[src/hw/lcsm_pkg.sv]
package lcsm_pkg;

   // ---------------------------------------------------------------
   // Register map (APB byte addresses)
   // ---------------------------------------------------------------
   localparam logic [7:0] ADDR_CTRL   = 8'h00;
   localparam logic [7:0] ADDR_STATUS = 8'h04;
   localparam logic [7:0] ADDR_TIMER  = 8'h08;
   localparam logic [7:0] ADDR_SENSE  = 8'h0C;

   // Control field positions
   localparam int CTRL_TMR_EN  = 0;
   localparam int CTRL_FLT_CLR = 1;
   localparam logic [31:0] CTRL_RESET = 32'h0000_0001;

   // ---------------------------------------------------------------
   // Timing (pclk 25 MHz)
   // ---------------------------------------------------------------
   localparam int CLK_HZ           = 25_000_000;
   localparam int EN_DEB_US        = 2000;
   localparam int EN_LOW_DEB_US    = 10;
   localparam int COMP_DEB_US      = 100;
   localparam int EN_DEB_CYC       = EN_DEB_US * (CLK_HZ / 1_000_000);
   localparam int EN_LOW_DEB_CYC   = EN_LOW_DEB_US * (CLK_HZ / 1_000_000);
   localparam int COMP_DEB_CYC     = COMP_DEB_US * (CLK_HZ / 1_000_000);
   localparam int FULL_CHARGE_TICKS = 1048575;
   localparam int START_DELAY_TICKS = 16;

   // Charger states
   typedef enum logic [3:0] {
      ST_OFF, ST_CHECK, ST_PRE, ST_CC, ST_CV, ST_TOP, ST_FULL,
      ST_FAULT, ST_SUS_PRE, ST_SUS_CC, ST_SUS_CV, ST_SUS_TOP
   } lcsm_state_e;

   // Comparator results from the analog front end
   typedef struct packed {
      logic supply_ok;      // internal supply above 4.2V
      logic enable_on;      // enable above 1.25V
      logic enable_off;     // enable below 1.09V
      logic enable_dead;    // enable below 0.64V
      logic headroom_low;   // supply-to-sense below 1.95V
      logic hw_fault;
      logic fb_above_rechg; // feedback above 1.19V
      logic fb_above_cv;    // feedback above 1.219V
      logic dd_above_fall;  // deep-discharge at or above 1.25V
      logic dd_above_rise;  // deep-discharge above 1.26V
      logic taper_reached;
      logic temp_fault;
   } lcsm_sense_s;

   // Power stage controls
   typedef struct packed {
      logic switch_enable;
      logic precharge_ref;
      logic input_switch_gate;   // high: gate pull-down active
      logic comp_clamp;
      logic internal_enable;
   } lcsm_drive_s;

endpackage : lcsm_pkg

[src/hw/lcsm_charger.sv]
// Implementation choices: the address map and the APB slave port.
`timescale 1ns/100ps
`default_nettype none
// What this block does
// - Off to check on supply and enable
// - No fault: enable blocks, await start delay
// - Feedback above recharge level goes full
// - Low deep-discharge starts switching, precharge
// - Otherwise enter constant current
// - Precharge selects tenth current reference
// - Deep-discharge rise clears timer, enters CC
// - Precharge timeout latches fault
// - Timer off: precharge waits without timeout
// - CV threshold moves to CV, timer kept
// - CC full-charge timeout latches fault
// - Taper in CV resets timer, enters topup
// - CV full-charge timeout latches fault
// - Timer off: taper skips topup to full
// - Topup timeout moves to full battery
// - Full clears timer; low feedback recharges
// - Temperature fault suspends, resumes same state
// - Enable fall shuts down after 2ms
// - Headroom loss shuts down immediately
// - Shutdown stops switching; clamp after 100us
// - Enable collapse shuts down after 10us
// - Status flags encode charger state
// - Full-charge timeout is 1048575 ticks
// - Precharge eighth, topup tenth of timeout
module lcsm_charger
   import lcsm_pkg::*;
#(
   parameter int FULL_TICKS  = FULL_CHARGE_TICKS,
   parameter int START_TICKS = START_DELAY_TICKS,
   parameter int EN_DEB      = EN_DEB_CYC,
   parameter int COMP_DEB    = COMP_DEB_CYC
)
(
   input  wire logic        pclk,
   input  wire logic        presetn,
   input  wire logic        psel,
   input  wire logic        penable,
   input  wire logic        pwrite,
   input  wire logic [7:0]  paddr,
   input  wire logic [31:0] pwdata,
   output logic [31:0]      prdata,
   output logic             pready,
   output logic             pslverr,
   input  wire logic        safety_timer_osc,
   input  wire lcsm_sense_s sense,
   output lcsm_drive_s      drive,
   output logic             status_flag_low,
   output logic             status_flag_high
);

   initial
   begin
      if (FULL_TICKS < 80 || START_TICKS < 1 || EN_DEB < 1 || COMP_DEB < 1)
         $error("lcsm_charger: parameter out of range");
      // Counters are 21 and 17 bits wide
      if (FULL_TICKS > 2097150 || START_TICKS > 2097150 ||
          EN_DEB > 131071 || COMP_DEB > 131071)
         $error("lcsm_charger: parameter too large for counters");
   end

   // ---------------------------------------------------------------
   // Derived limits
   // ---------------------------------------------------------------
   localparam logic [20:0] T_FULL = 21'(FULL_TICKS);
   localparam logic [20:0] T_PRE  = 21'(FULL_TICKS / 8);
   localparam logic [20:0] T_TOP  = 21'(FULL_TICKS / 10);
   localparam logic [20:0] T_STRT = 21'(START_TICKS);
   localparam logic [16:0] D_EN   = 17'(EN_DEB);
   localparam logic [16:0] D_LOW  = 17'(EN_LOW_DEB_CYC);
   localparam logic [16:0] D_COMP = 17'(COMP_DEB);

   lcsm_state_e state;
   lcsm_state_e next_state;
   logic [20:0] tick_cnt;
   logic        osc_q;
   logic        tick;
   logic        timer_en;
   logic        fault_clr;
   logic [16:0] en_cnt;
   logic [16:0] low_cnt;
   logic [16:0] comp_cnt;
   logic        shut_req;
   logic        in_shut;
   logic        fault_sticky;

   // ---------------------------------------------------------------
   // APB slave, zero wait states
   // ---------------------------------------------------------------
   assign pready  = 1'b1;
   assign pslverr = psel & penable & (paddr[1:0] != 2'b00);

   wire wr_ctrl = psel & penable & pwrite & (paddr == ADDR_CTRL);

   // Timer enable stands in for the capacitor-vs-reference strap
   always_ff @(posedge pclk or negedge presetn)
   begin
      if (!presetn)
      begin
         timer_en  <= CTRL_RESET[CTRL_TMR_EN];
         fault_clr <= 1'b0;
      end
      else
      begin
         fault_clr <= wr_ctrl & pwdata[CTRL_FLT_CLR];
         if (wr_ctrl)
            timer_en <= pwdata[CTRL_TMR_EN];
      end
   end

   // Read data registered so prdata comes from flip-flops
   always_ff @(posedge pclk or negedge presetn)
   begin
      if (!presetn)
         prdata <= 32'h0000_0000;
      else if (psel & ~penable & ~pwrite)
      begin
         case (paddr)
            ADDR_CTRL:   prdata <= {31'h0, timer_en};
            ADDR_STATUS: prdata <= {24'h0, fault_sticky, in_shut,
                                    status_flag_high, status_flag_low,
                                    state};
            ADDR_TIMER:  prdata <= {11'h0, tick_cnt};
            ADDR_SENSE:  prdata <= {20'h0, sense};
            default:     prdata <= 32'h0000_0000;
         endcase
      end
   end

   // ---------------------------------------------------------------
   // Timer oscillator edge detect (input is synchronous)
   // ---------------------------------------------------------------
   always_ff @(posedge pclk or negedge presetn)
   begin
      if (!presetn)
         osc_q <= 1'b0;
      else
         osc_q <= safety_timer_osc;
   end
   assign tick = safety_timer_osc & ~osc_q;

   // ---------------------------------------------------------------
   // Shutdown debounces
   // ---------------------------------------------------------------
   // Enable below falling threshold, 2ms debounce
   always_ff @(posedge pclk or negedge presetn)
   begin
      if (!presetn)
         en_cnt <= 17'h0_0000;
      else if (!sense.enable_off)
         en_cnt <= 17'h0_0000;
      else if (en_cnt != D_EN)
         en_cnt <= en_cnt + 17'h0_0001;
   end

   // Enable collapse, short 10us debounce
   always_ff @(posedge pclk or negedge presetn)
   begin
      if (!presetn)
         low_cnt <= 17'h0_0000;
      else if (!sense.enable_dead)
         low_cnt <= 17'h0_0000;
      else if (low_cnt != D_LOW)
         low_cnt <= low_cnt + 17'h0_0001;
   end

   // Headroom loss needs no debounce
   assign shut_req = (en_cnt == D_EN) | (low_cnt == D_LOW)
                   | sense.headroom_low | ~sense.supply_ok;

   // Compensation clamp waits 100us into shutdown
   always_ff @(posedge pclk or negedge presetn)
   begin
      if (!presetn)
         comp_cnt <= 17'h0_0000;
      else if (!in_shut)
         comp_cnt <= 17'h0_0000;
      else if (comp_cnt != D_COMP)
         comp_cnt <= comp_cnt + 17'h0_0001;
   end

   always_ff @(posedge pclk or negedge presetn)
   begin
      if (!presetn)
         in_shut <= 1'b1;
      else if (shut_req)
         in_shut <= 1'b1;
      else if (state == ST_OFF && next_state == ST_CHECK)
         in_shut <= 1'b0;
   end

   // ---------------------------------------------------------------
   // Charger state machine
   // ---------------------------------------------------------------
   function automatic logic is_charging(lcsm_state_e s);
      is_charging = (s == ST_PRE) || (s == ST_CC) ||
                    (s == ST_CV)  || (s == ST_TOP);
   endfunction

   function automatic lcsm_state_e suspend_of(lcsm_state_e s);
      case (s)
         ST_PRE:  suspend_of = ST_SUS_PRE;
         ST_CC:   suspend_of = ST_SUS_CC;
         ST_CV:   suspend_of = ST_SUS_CV;
         default: suspend_of = ST_SUS_TOP;
      endcase
   endfunction

   always_comb
   begin
      next_state = state;
      case (state)
         ST_OFF:
            if (sense.supply_ok && sense.enable_on && !shut_req)
               next_state = ST_CHECK;
         ST_CHECK:
            if (sense.hw_fault)
               next_state = ST_FAULT;
            else if (tick_cnt >= T_STRT)
            begin
               if (sense.fb_above_rechg)
                  next_state = ST_FULL;
               else if (!sense.dd_above_fall)
                  next_state = ST_PRE;
               else
                  next_state = ST_CC;
            end
         ST_PRE:
            if (sense.dd_above_rise)
               next_state = ST_CC;
            else if (timer_en && tick_cnt > T_PRE)
               next_state = ST_FAULT;
         ST_CC:
            if (sense.fb_above_cv)
               next_state = ST_CV;
            else if (timer_en && tick_cnt > T_FULL)
               next_state = ST_FAULT;
         ST_CV:
            if (sense.taper_reached)
               next_state = timer_en ? ST_TOP : ST_FULL;
            else if (timer_en && tick_cnt > T_FULL)
               next_state = ST_FAULT;
         ST_TOP:
            if (!timer_en || tick_cnt > T_TOP)
               next_state = ST_FULL;
         ST_FULL:
            if (!sense.fb_above_rechg)
               next_state = ST_CC;
         ST_SUS_PRE: if (!sense.temp_fault) next_state = ST_PRE;
         ST_SUS_CC:  if (!sense.temp_fault) next_state = ST_CC;
         ST_SUS_CV:  if (!sense.temp_fault) next_state = ST_CV;
         ST_SUS_TOP: if (!sense.temp_fault) next_state = ST_TOP;
         ST_FAULT:
            if (fault_clr)
               next_state = ST_OFF;
         default:
            next_state = ST_OFF;
      endcase
      // Temperature suspend outranks ordinary progress
      if (is_charging(state) && sense.temp_fault)
         next_state = suspend_of(state);
      if (shut_req)
         next_state = ST_OFF;
   end

   always_ff @(posedge pclk or negedge presetn)
   begin
      if (!presetn)
         state <= ST_OFF;
      else
         state <= next_state;
   end

   // Fault seen since last clear; a new fault beats the clear
   always_ff @(posedge pclk or negedge presetn)
   begin
      if (!presetn)
         fault_sticky <= 1'b0;
      else if (next_state == ST_FAULT)
         fault_sticky <= 1'b1;
      else if (fault_clr)
         fault_sticky <= 1'b0;
   end

   // ---------------------------------------------------------------
   // Safety timer, counted in oscillator ticks
   // ---------------------------------------------------------------
   always_ff @(posedge pclk or negedge presetn)
   begin
      if (!presetn)
         tick_cnt <= 21'h00_0000;
      else if (next_state != state)
      begin
         // Keep count into CV and across suspend; reset elsewhere
         if ((state == ST_CC && next_state == ST_CV)
             || is_charging(next_state) && suspend_of(next_state) == state
             || suspend_of(state) == next_state)
            tick_cnt <= tick_cnt;
         else
            tick_cnt <= 21'h00_0000;
      end
      else if (tick && tick_cnt != 21'h1F_FFFF &&
               (state == ST_CHECK || is_charging(state)))
         tick_cnt <= tick_cnt + 21'h00_0001;
   end

   // ---------------------------------------------------------------
   // Outputs
   // ---------------------------------------------------------------
   always_ff @(posedge pclk or negedge presetn)
   begin
      if (!presetn)
      begin
         drive            <= '0;
         status_flag_low  <= 1'b1;
         status_flag_high <= 1'b1;
      end
      else
      begin
         drive.switch_enable     <= is_charging(next_state) & ~shut_req;
         drive.precharge_ref     <= (next_state == ST_PRE);
         drive.input_switch_gate <= shut_req | in_shut;
         drive.comp_clamp        <= in_shut & (comp_cnt == D_COMP);
         drive.internal_enable   <= (next_state != ST_OFF);
         // Flags: off 11, charging 10, full 00, fault/suspend 01
         status_flag_high <= (next_state == ST_OFF) | is_charging(next_state);
         status_flag_low  <= ~(is_charging(next_state) | next_state == ST_FULL);
      end
   end

endmodule : lcsm_charger
`default_nettype wire

[config.mk]
export PLATFORM = sky130hd
export DESIGN_NAME = lcsm_charger
export DESIGN_NICKNAME = d
export VERILOG_FILES = /design/src/hw/lcsm_pkg.sv /design/src/hw/lcsm_charger.sv
export SDC_FILE = /design/constraint.sdc
export NUM_CORES = 1
export LEC_CHECK = 0
export BUFFER_PORTS_ARGS = -buffer_cell sky130_fd_sc_hd__buf_2
export CORE_UTILIZATION = 57
export CTS_CLUSTER_DIAMETER = 40
export DETAILED_ROUTE_END_ITERATION = 12
export GPL_TIMING_DRIVEN = 0
export PLACE_DENSITY = 0.88
export REMOVE_ABC_BUFFERS = 1
export SYNTH_ARGS = -nofsm -noshare
export SYNTH_HDL_FRONTEND = slang
export SYNTH_SLANG_ARGS = --single-unit
[constraint.sdc]
create_clock -name pclk -period 3.9 [get_ports pclk]
set_input_delay 0.585 -clock pclk [delete_from_list [all_inputs] [get_ports pclk]]
set_output_delay 0.585 -clock pclk [all_outputs]
set_load 0.02 [all_outputs]
==> flow_summary.toml <==
[layout]
multiInputGateArea_um2 = 3350
drive_gt1_share_pct = 17.2
syn2layout_area_growth_pct = 10.0
nets = 785
stdcell_area_um2 = 6930
fill_cells = 849
antenna_cells = 0
stdcell_count = 863
regArea_um2 = 2740

[synthesis]
synth_top_area_share_pct = 41.7
async_reset_ff_share_pct = 100
ys_types = 76
synth-edff-count = 0
ys_seq_elements = 109
syn_inst = 675
ys.flop_type = "dfrtp_1"
yosysTopAreaCell = "dfrtp_1"
ys_top_cells_by_area = "dfrtp_1 42%, nand2_1 4.2%, nor2_1 3.4%"
yosysWarnings = 0
synth.avg_cell_area_um2 = 9.33
yosysSeqAreaShare_pct = 43.4
synth_area_um2 = 6300

[sta]
final_max_slew_viol_count = 0
worst_pin_slew_ns = 0.861
setup_viol = 0
period_share_pct = 96.2
skew_ns = 0.0133
slew_headroom_pct = 42.4
setup_tns_ns = 0
rsz0062_at_grt = "true"
min_period_ns = 3.75
hold_slack_ns = 0.145
fmax_ghz = 0.266
hold_viol = 0

[power]
max-vdd-ir-drop_uv = 278
leakage_uw = 0.00305
power_density_nw_per_um2 = 329
fin_total_pwr_uw = 2280

[cts]
clkSlewWorstSetupHoldPaths_ns = 0.11
ctsRootBufferMaster = "clkbuf_8"
htreeDepth = 3
cts_made_buffers = 9
max-clock-path-buffers = 2
clk_latency_ns = 0.39
cts_tree = "yes"
cts_sinks = 109

[setup_path]
reg2reg_from = "tick_cnt[5]"
crit_end = "tick_cnt[20]"
timing.rr.end = "tick_cnt[20]"
worst_ep_arrival_time_ns = 4.04
start_kind = "flip-flop"
cp-end-kind = "flip-flop"
crit_start = "tick_cnt[5]"
crit_fanout = 11
worst-r2r-setup-slack_ns = 0.15
path_class = "flip-flop to flip-flop"
crit_required_ns = 4.19
rr_worst_depth = 10

[grt]
grt.met1_usage_pct = 34.7
track_usage_pct = 27.8
grt_overflow_total = 0
antenna_found_initial = 0
met3_usage_pct = 6.63
grt_pass1_vias = 5159
grt.busiest_layer = "met2"
met2_usage_pct = 45.8
grt_pass1_wl_um = 24900
grt_start_max_net_pins = 76

[routing]
drt_first_pass_iters = 5
drtIter0Drc = 294
wl_per_cell_um = 17.3
via_count = 5308
vias_per_cell = 6.15
finalWirelength_um = 14900
antenna_left = 0
route.detailed.drc = 0

[placed_design]
place_congestion = 0.887
portBuffers = 56
placedCellCount = 841
placed_area_um2 = 6600
place.detailed.hpwl_um = 10500

[floorplanning]
chipHeight_um = 107
initial_core_util_pct = 58.4
rows = 38
io_pins = 99
dieArea_um2 = 11500
die_w_um = 107
fp.coreArea_um2 = 10800

[run_status]
status = "completed"

[run]
cap_violations = 0

[hold_path]
hold_path_class = "input pin to async pin"
[power by group]
part / internal [µW] / switching [µW] / total (µW)
clock: 385 / 402 / 787
combinational: 104 / 177 / 281
sequential: 1170 / 42.7 / 1210
total: 1660 / 621 / 2280
[layout by cell type, fill, tap and decap left out, drive strengths merged, types with 5 or more instances in the layout]
cell type	count
nand3	30
nor3	10
and3	13
and2	23
dfrtp	105
inv	23
xor2	21
nor4b	5
nand2b	11
nand2	71
a22o	9
a21oi	26
o31ai	9
clkbuf	10
buf	62
or4	14
a21boi	12
or3	18
nor4	10
nor2	57
nor2b	5
nand4	23
o21ai	39
a22oi	7
mux2i	6
ha	9
mux2	6
conb	12
xnor2	22
[per-stage QoR]
| step | worst slack [ns] | util (%) |
|---|---|---|
| global route | -0.0365 | 64.2 |
| floorplan | 0.421 | - |
| global placement | -0.323 | 60.9 |
| CTS | 0.0207 | 63.6 |
| finish | 0.147 | 64.2 |
| detailed placement | -0.396 | 61.2 |
[repair_timing]
item / CTS / global route
resized for setup: 4 / 10
setup endpoints to repair: 21 / 17
hold buffers: 0 / 0
setup buffers: 0 / 5
pin swaps: 1 / 2
gates cloned: 1 / 0
[critical path: stages (launching register included)]
cell and delay, ns:
dfrtp_1 0.49, nand3_2 0.23, or3_1 0.44, a2111oi_1 0.45
o21ai_0 0.24, o31a_1 0.19, a221oi_4 0.42, xnor2_4 0.17
and3_4 0.23, nor4_4 0.54, o21ba_2 0.25
[cells by family (layout without fill, tap and decap cells)]
| family | Yosys count | after routing | synth area share (%) |
|---|---|---|---|
| fa+ha+maj | 9 | 9 | 1.79 |
| buf+inv | 63 | 100 | 4.85 |
| other cells | 2 | 12 | 0.119 |
| compound gates | 130 | 130 | 14.2 |
| simple gates | 306 | 307 | 26.7 |
| xor+xnor | 43 | 43 | 6.57 |
| flops | 109 | 109 | 43.4 |
| mux | 13 | 13 | 2.38 |
[registers in the layout (all words and copies together) (netlist names), 4 cells and up]
signal    count
prdata       21
tick_cnt     21
comp_cnt     17
en_cnt       17
low_cnt      17
drive         5
state         4
[cell type report]
class	instances	share of cell area [%]
Tap cell	140	2.53
Sequential cell	109	39.5
Multi-Input combinational cell	514	48.4
Clock inverter	6	1.34
Inverter	22	1.19
Timing Repair Buffer	62	5.02
Clock buffer	10	1.99
[worst min-delay path by stage]
stage | from | to | slack, ns | cells after the start
floorplan | presetn | comp_cnt[0] | 0.29 | 0
global placement | prdata[0] | prdata[0] | 0.46 | 2
detailed placement | fault_clr | fault_sticky | 0.46 | 1
CTS | presetn | tick_cnt[20] | 0.15 | 1
global route | presetn | prdata[2] | 0.16 | 1
finish | presetn | prdata[2] | 0.14 | 1
[routing by layer]
layer / up-vias / routed length (µm)
li1: 2463 / -
met1: 2603 / 6010
met2: 191 / 7480
met3: 51 / 837
met4: 0 / 599
met5: - / 0
[synthesized netlist by cell type (9+ instances only)]
| library cell | n |
|---|---|
| nand4_1 | 23 |
| and2_1 | 22 |
| buf_4 | 14 |
| nand2b_1 | 11 |
| nor3_1 | 9 |
| and3_1 | 12 |
| a21boi_0 | 12 |
| nand3_1 | 28 |
| or4_1 | 12 |
| xnor2_1 | 21 |
| o21ai_0 | 36 |
| dfrtp_1 | 105 |
| a21oi_1 | 24 |
| ha_1 | 9 |
| nand2_1 | 70 |
| clkbuf_1 | 17 |
| inv_1 | 21 |
| a22o_1 | 9 |
| nor2_1 | 57 |
| or3_1 | 18 |
| o31ai_1 | 9 |
| xor2_1 | 20 |
(Power assumes the default switching activity.)
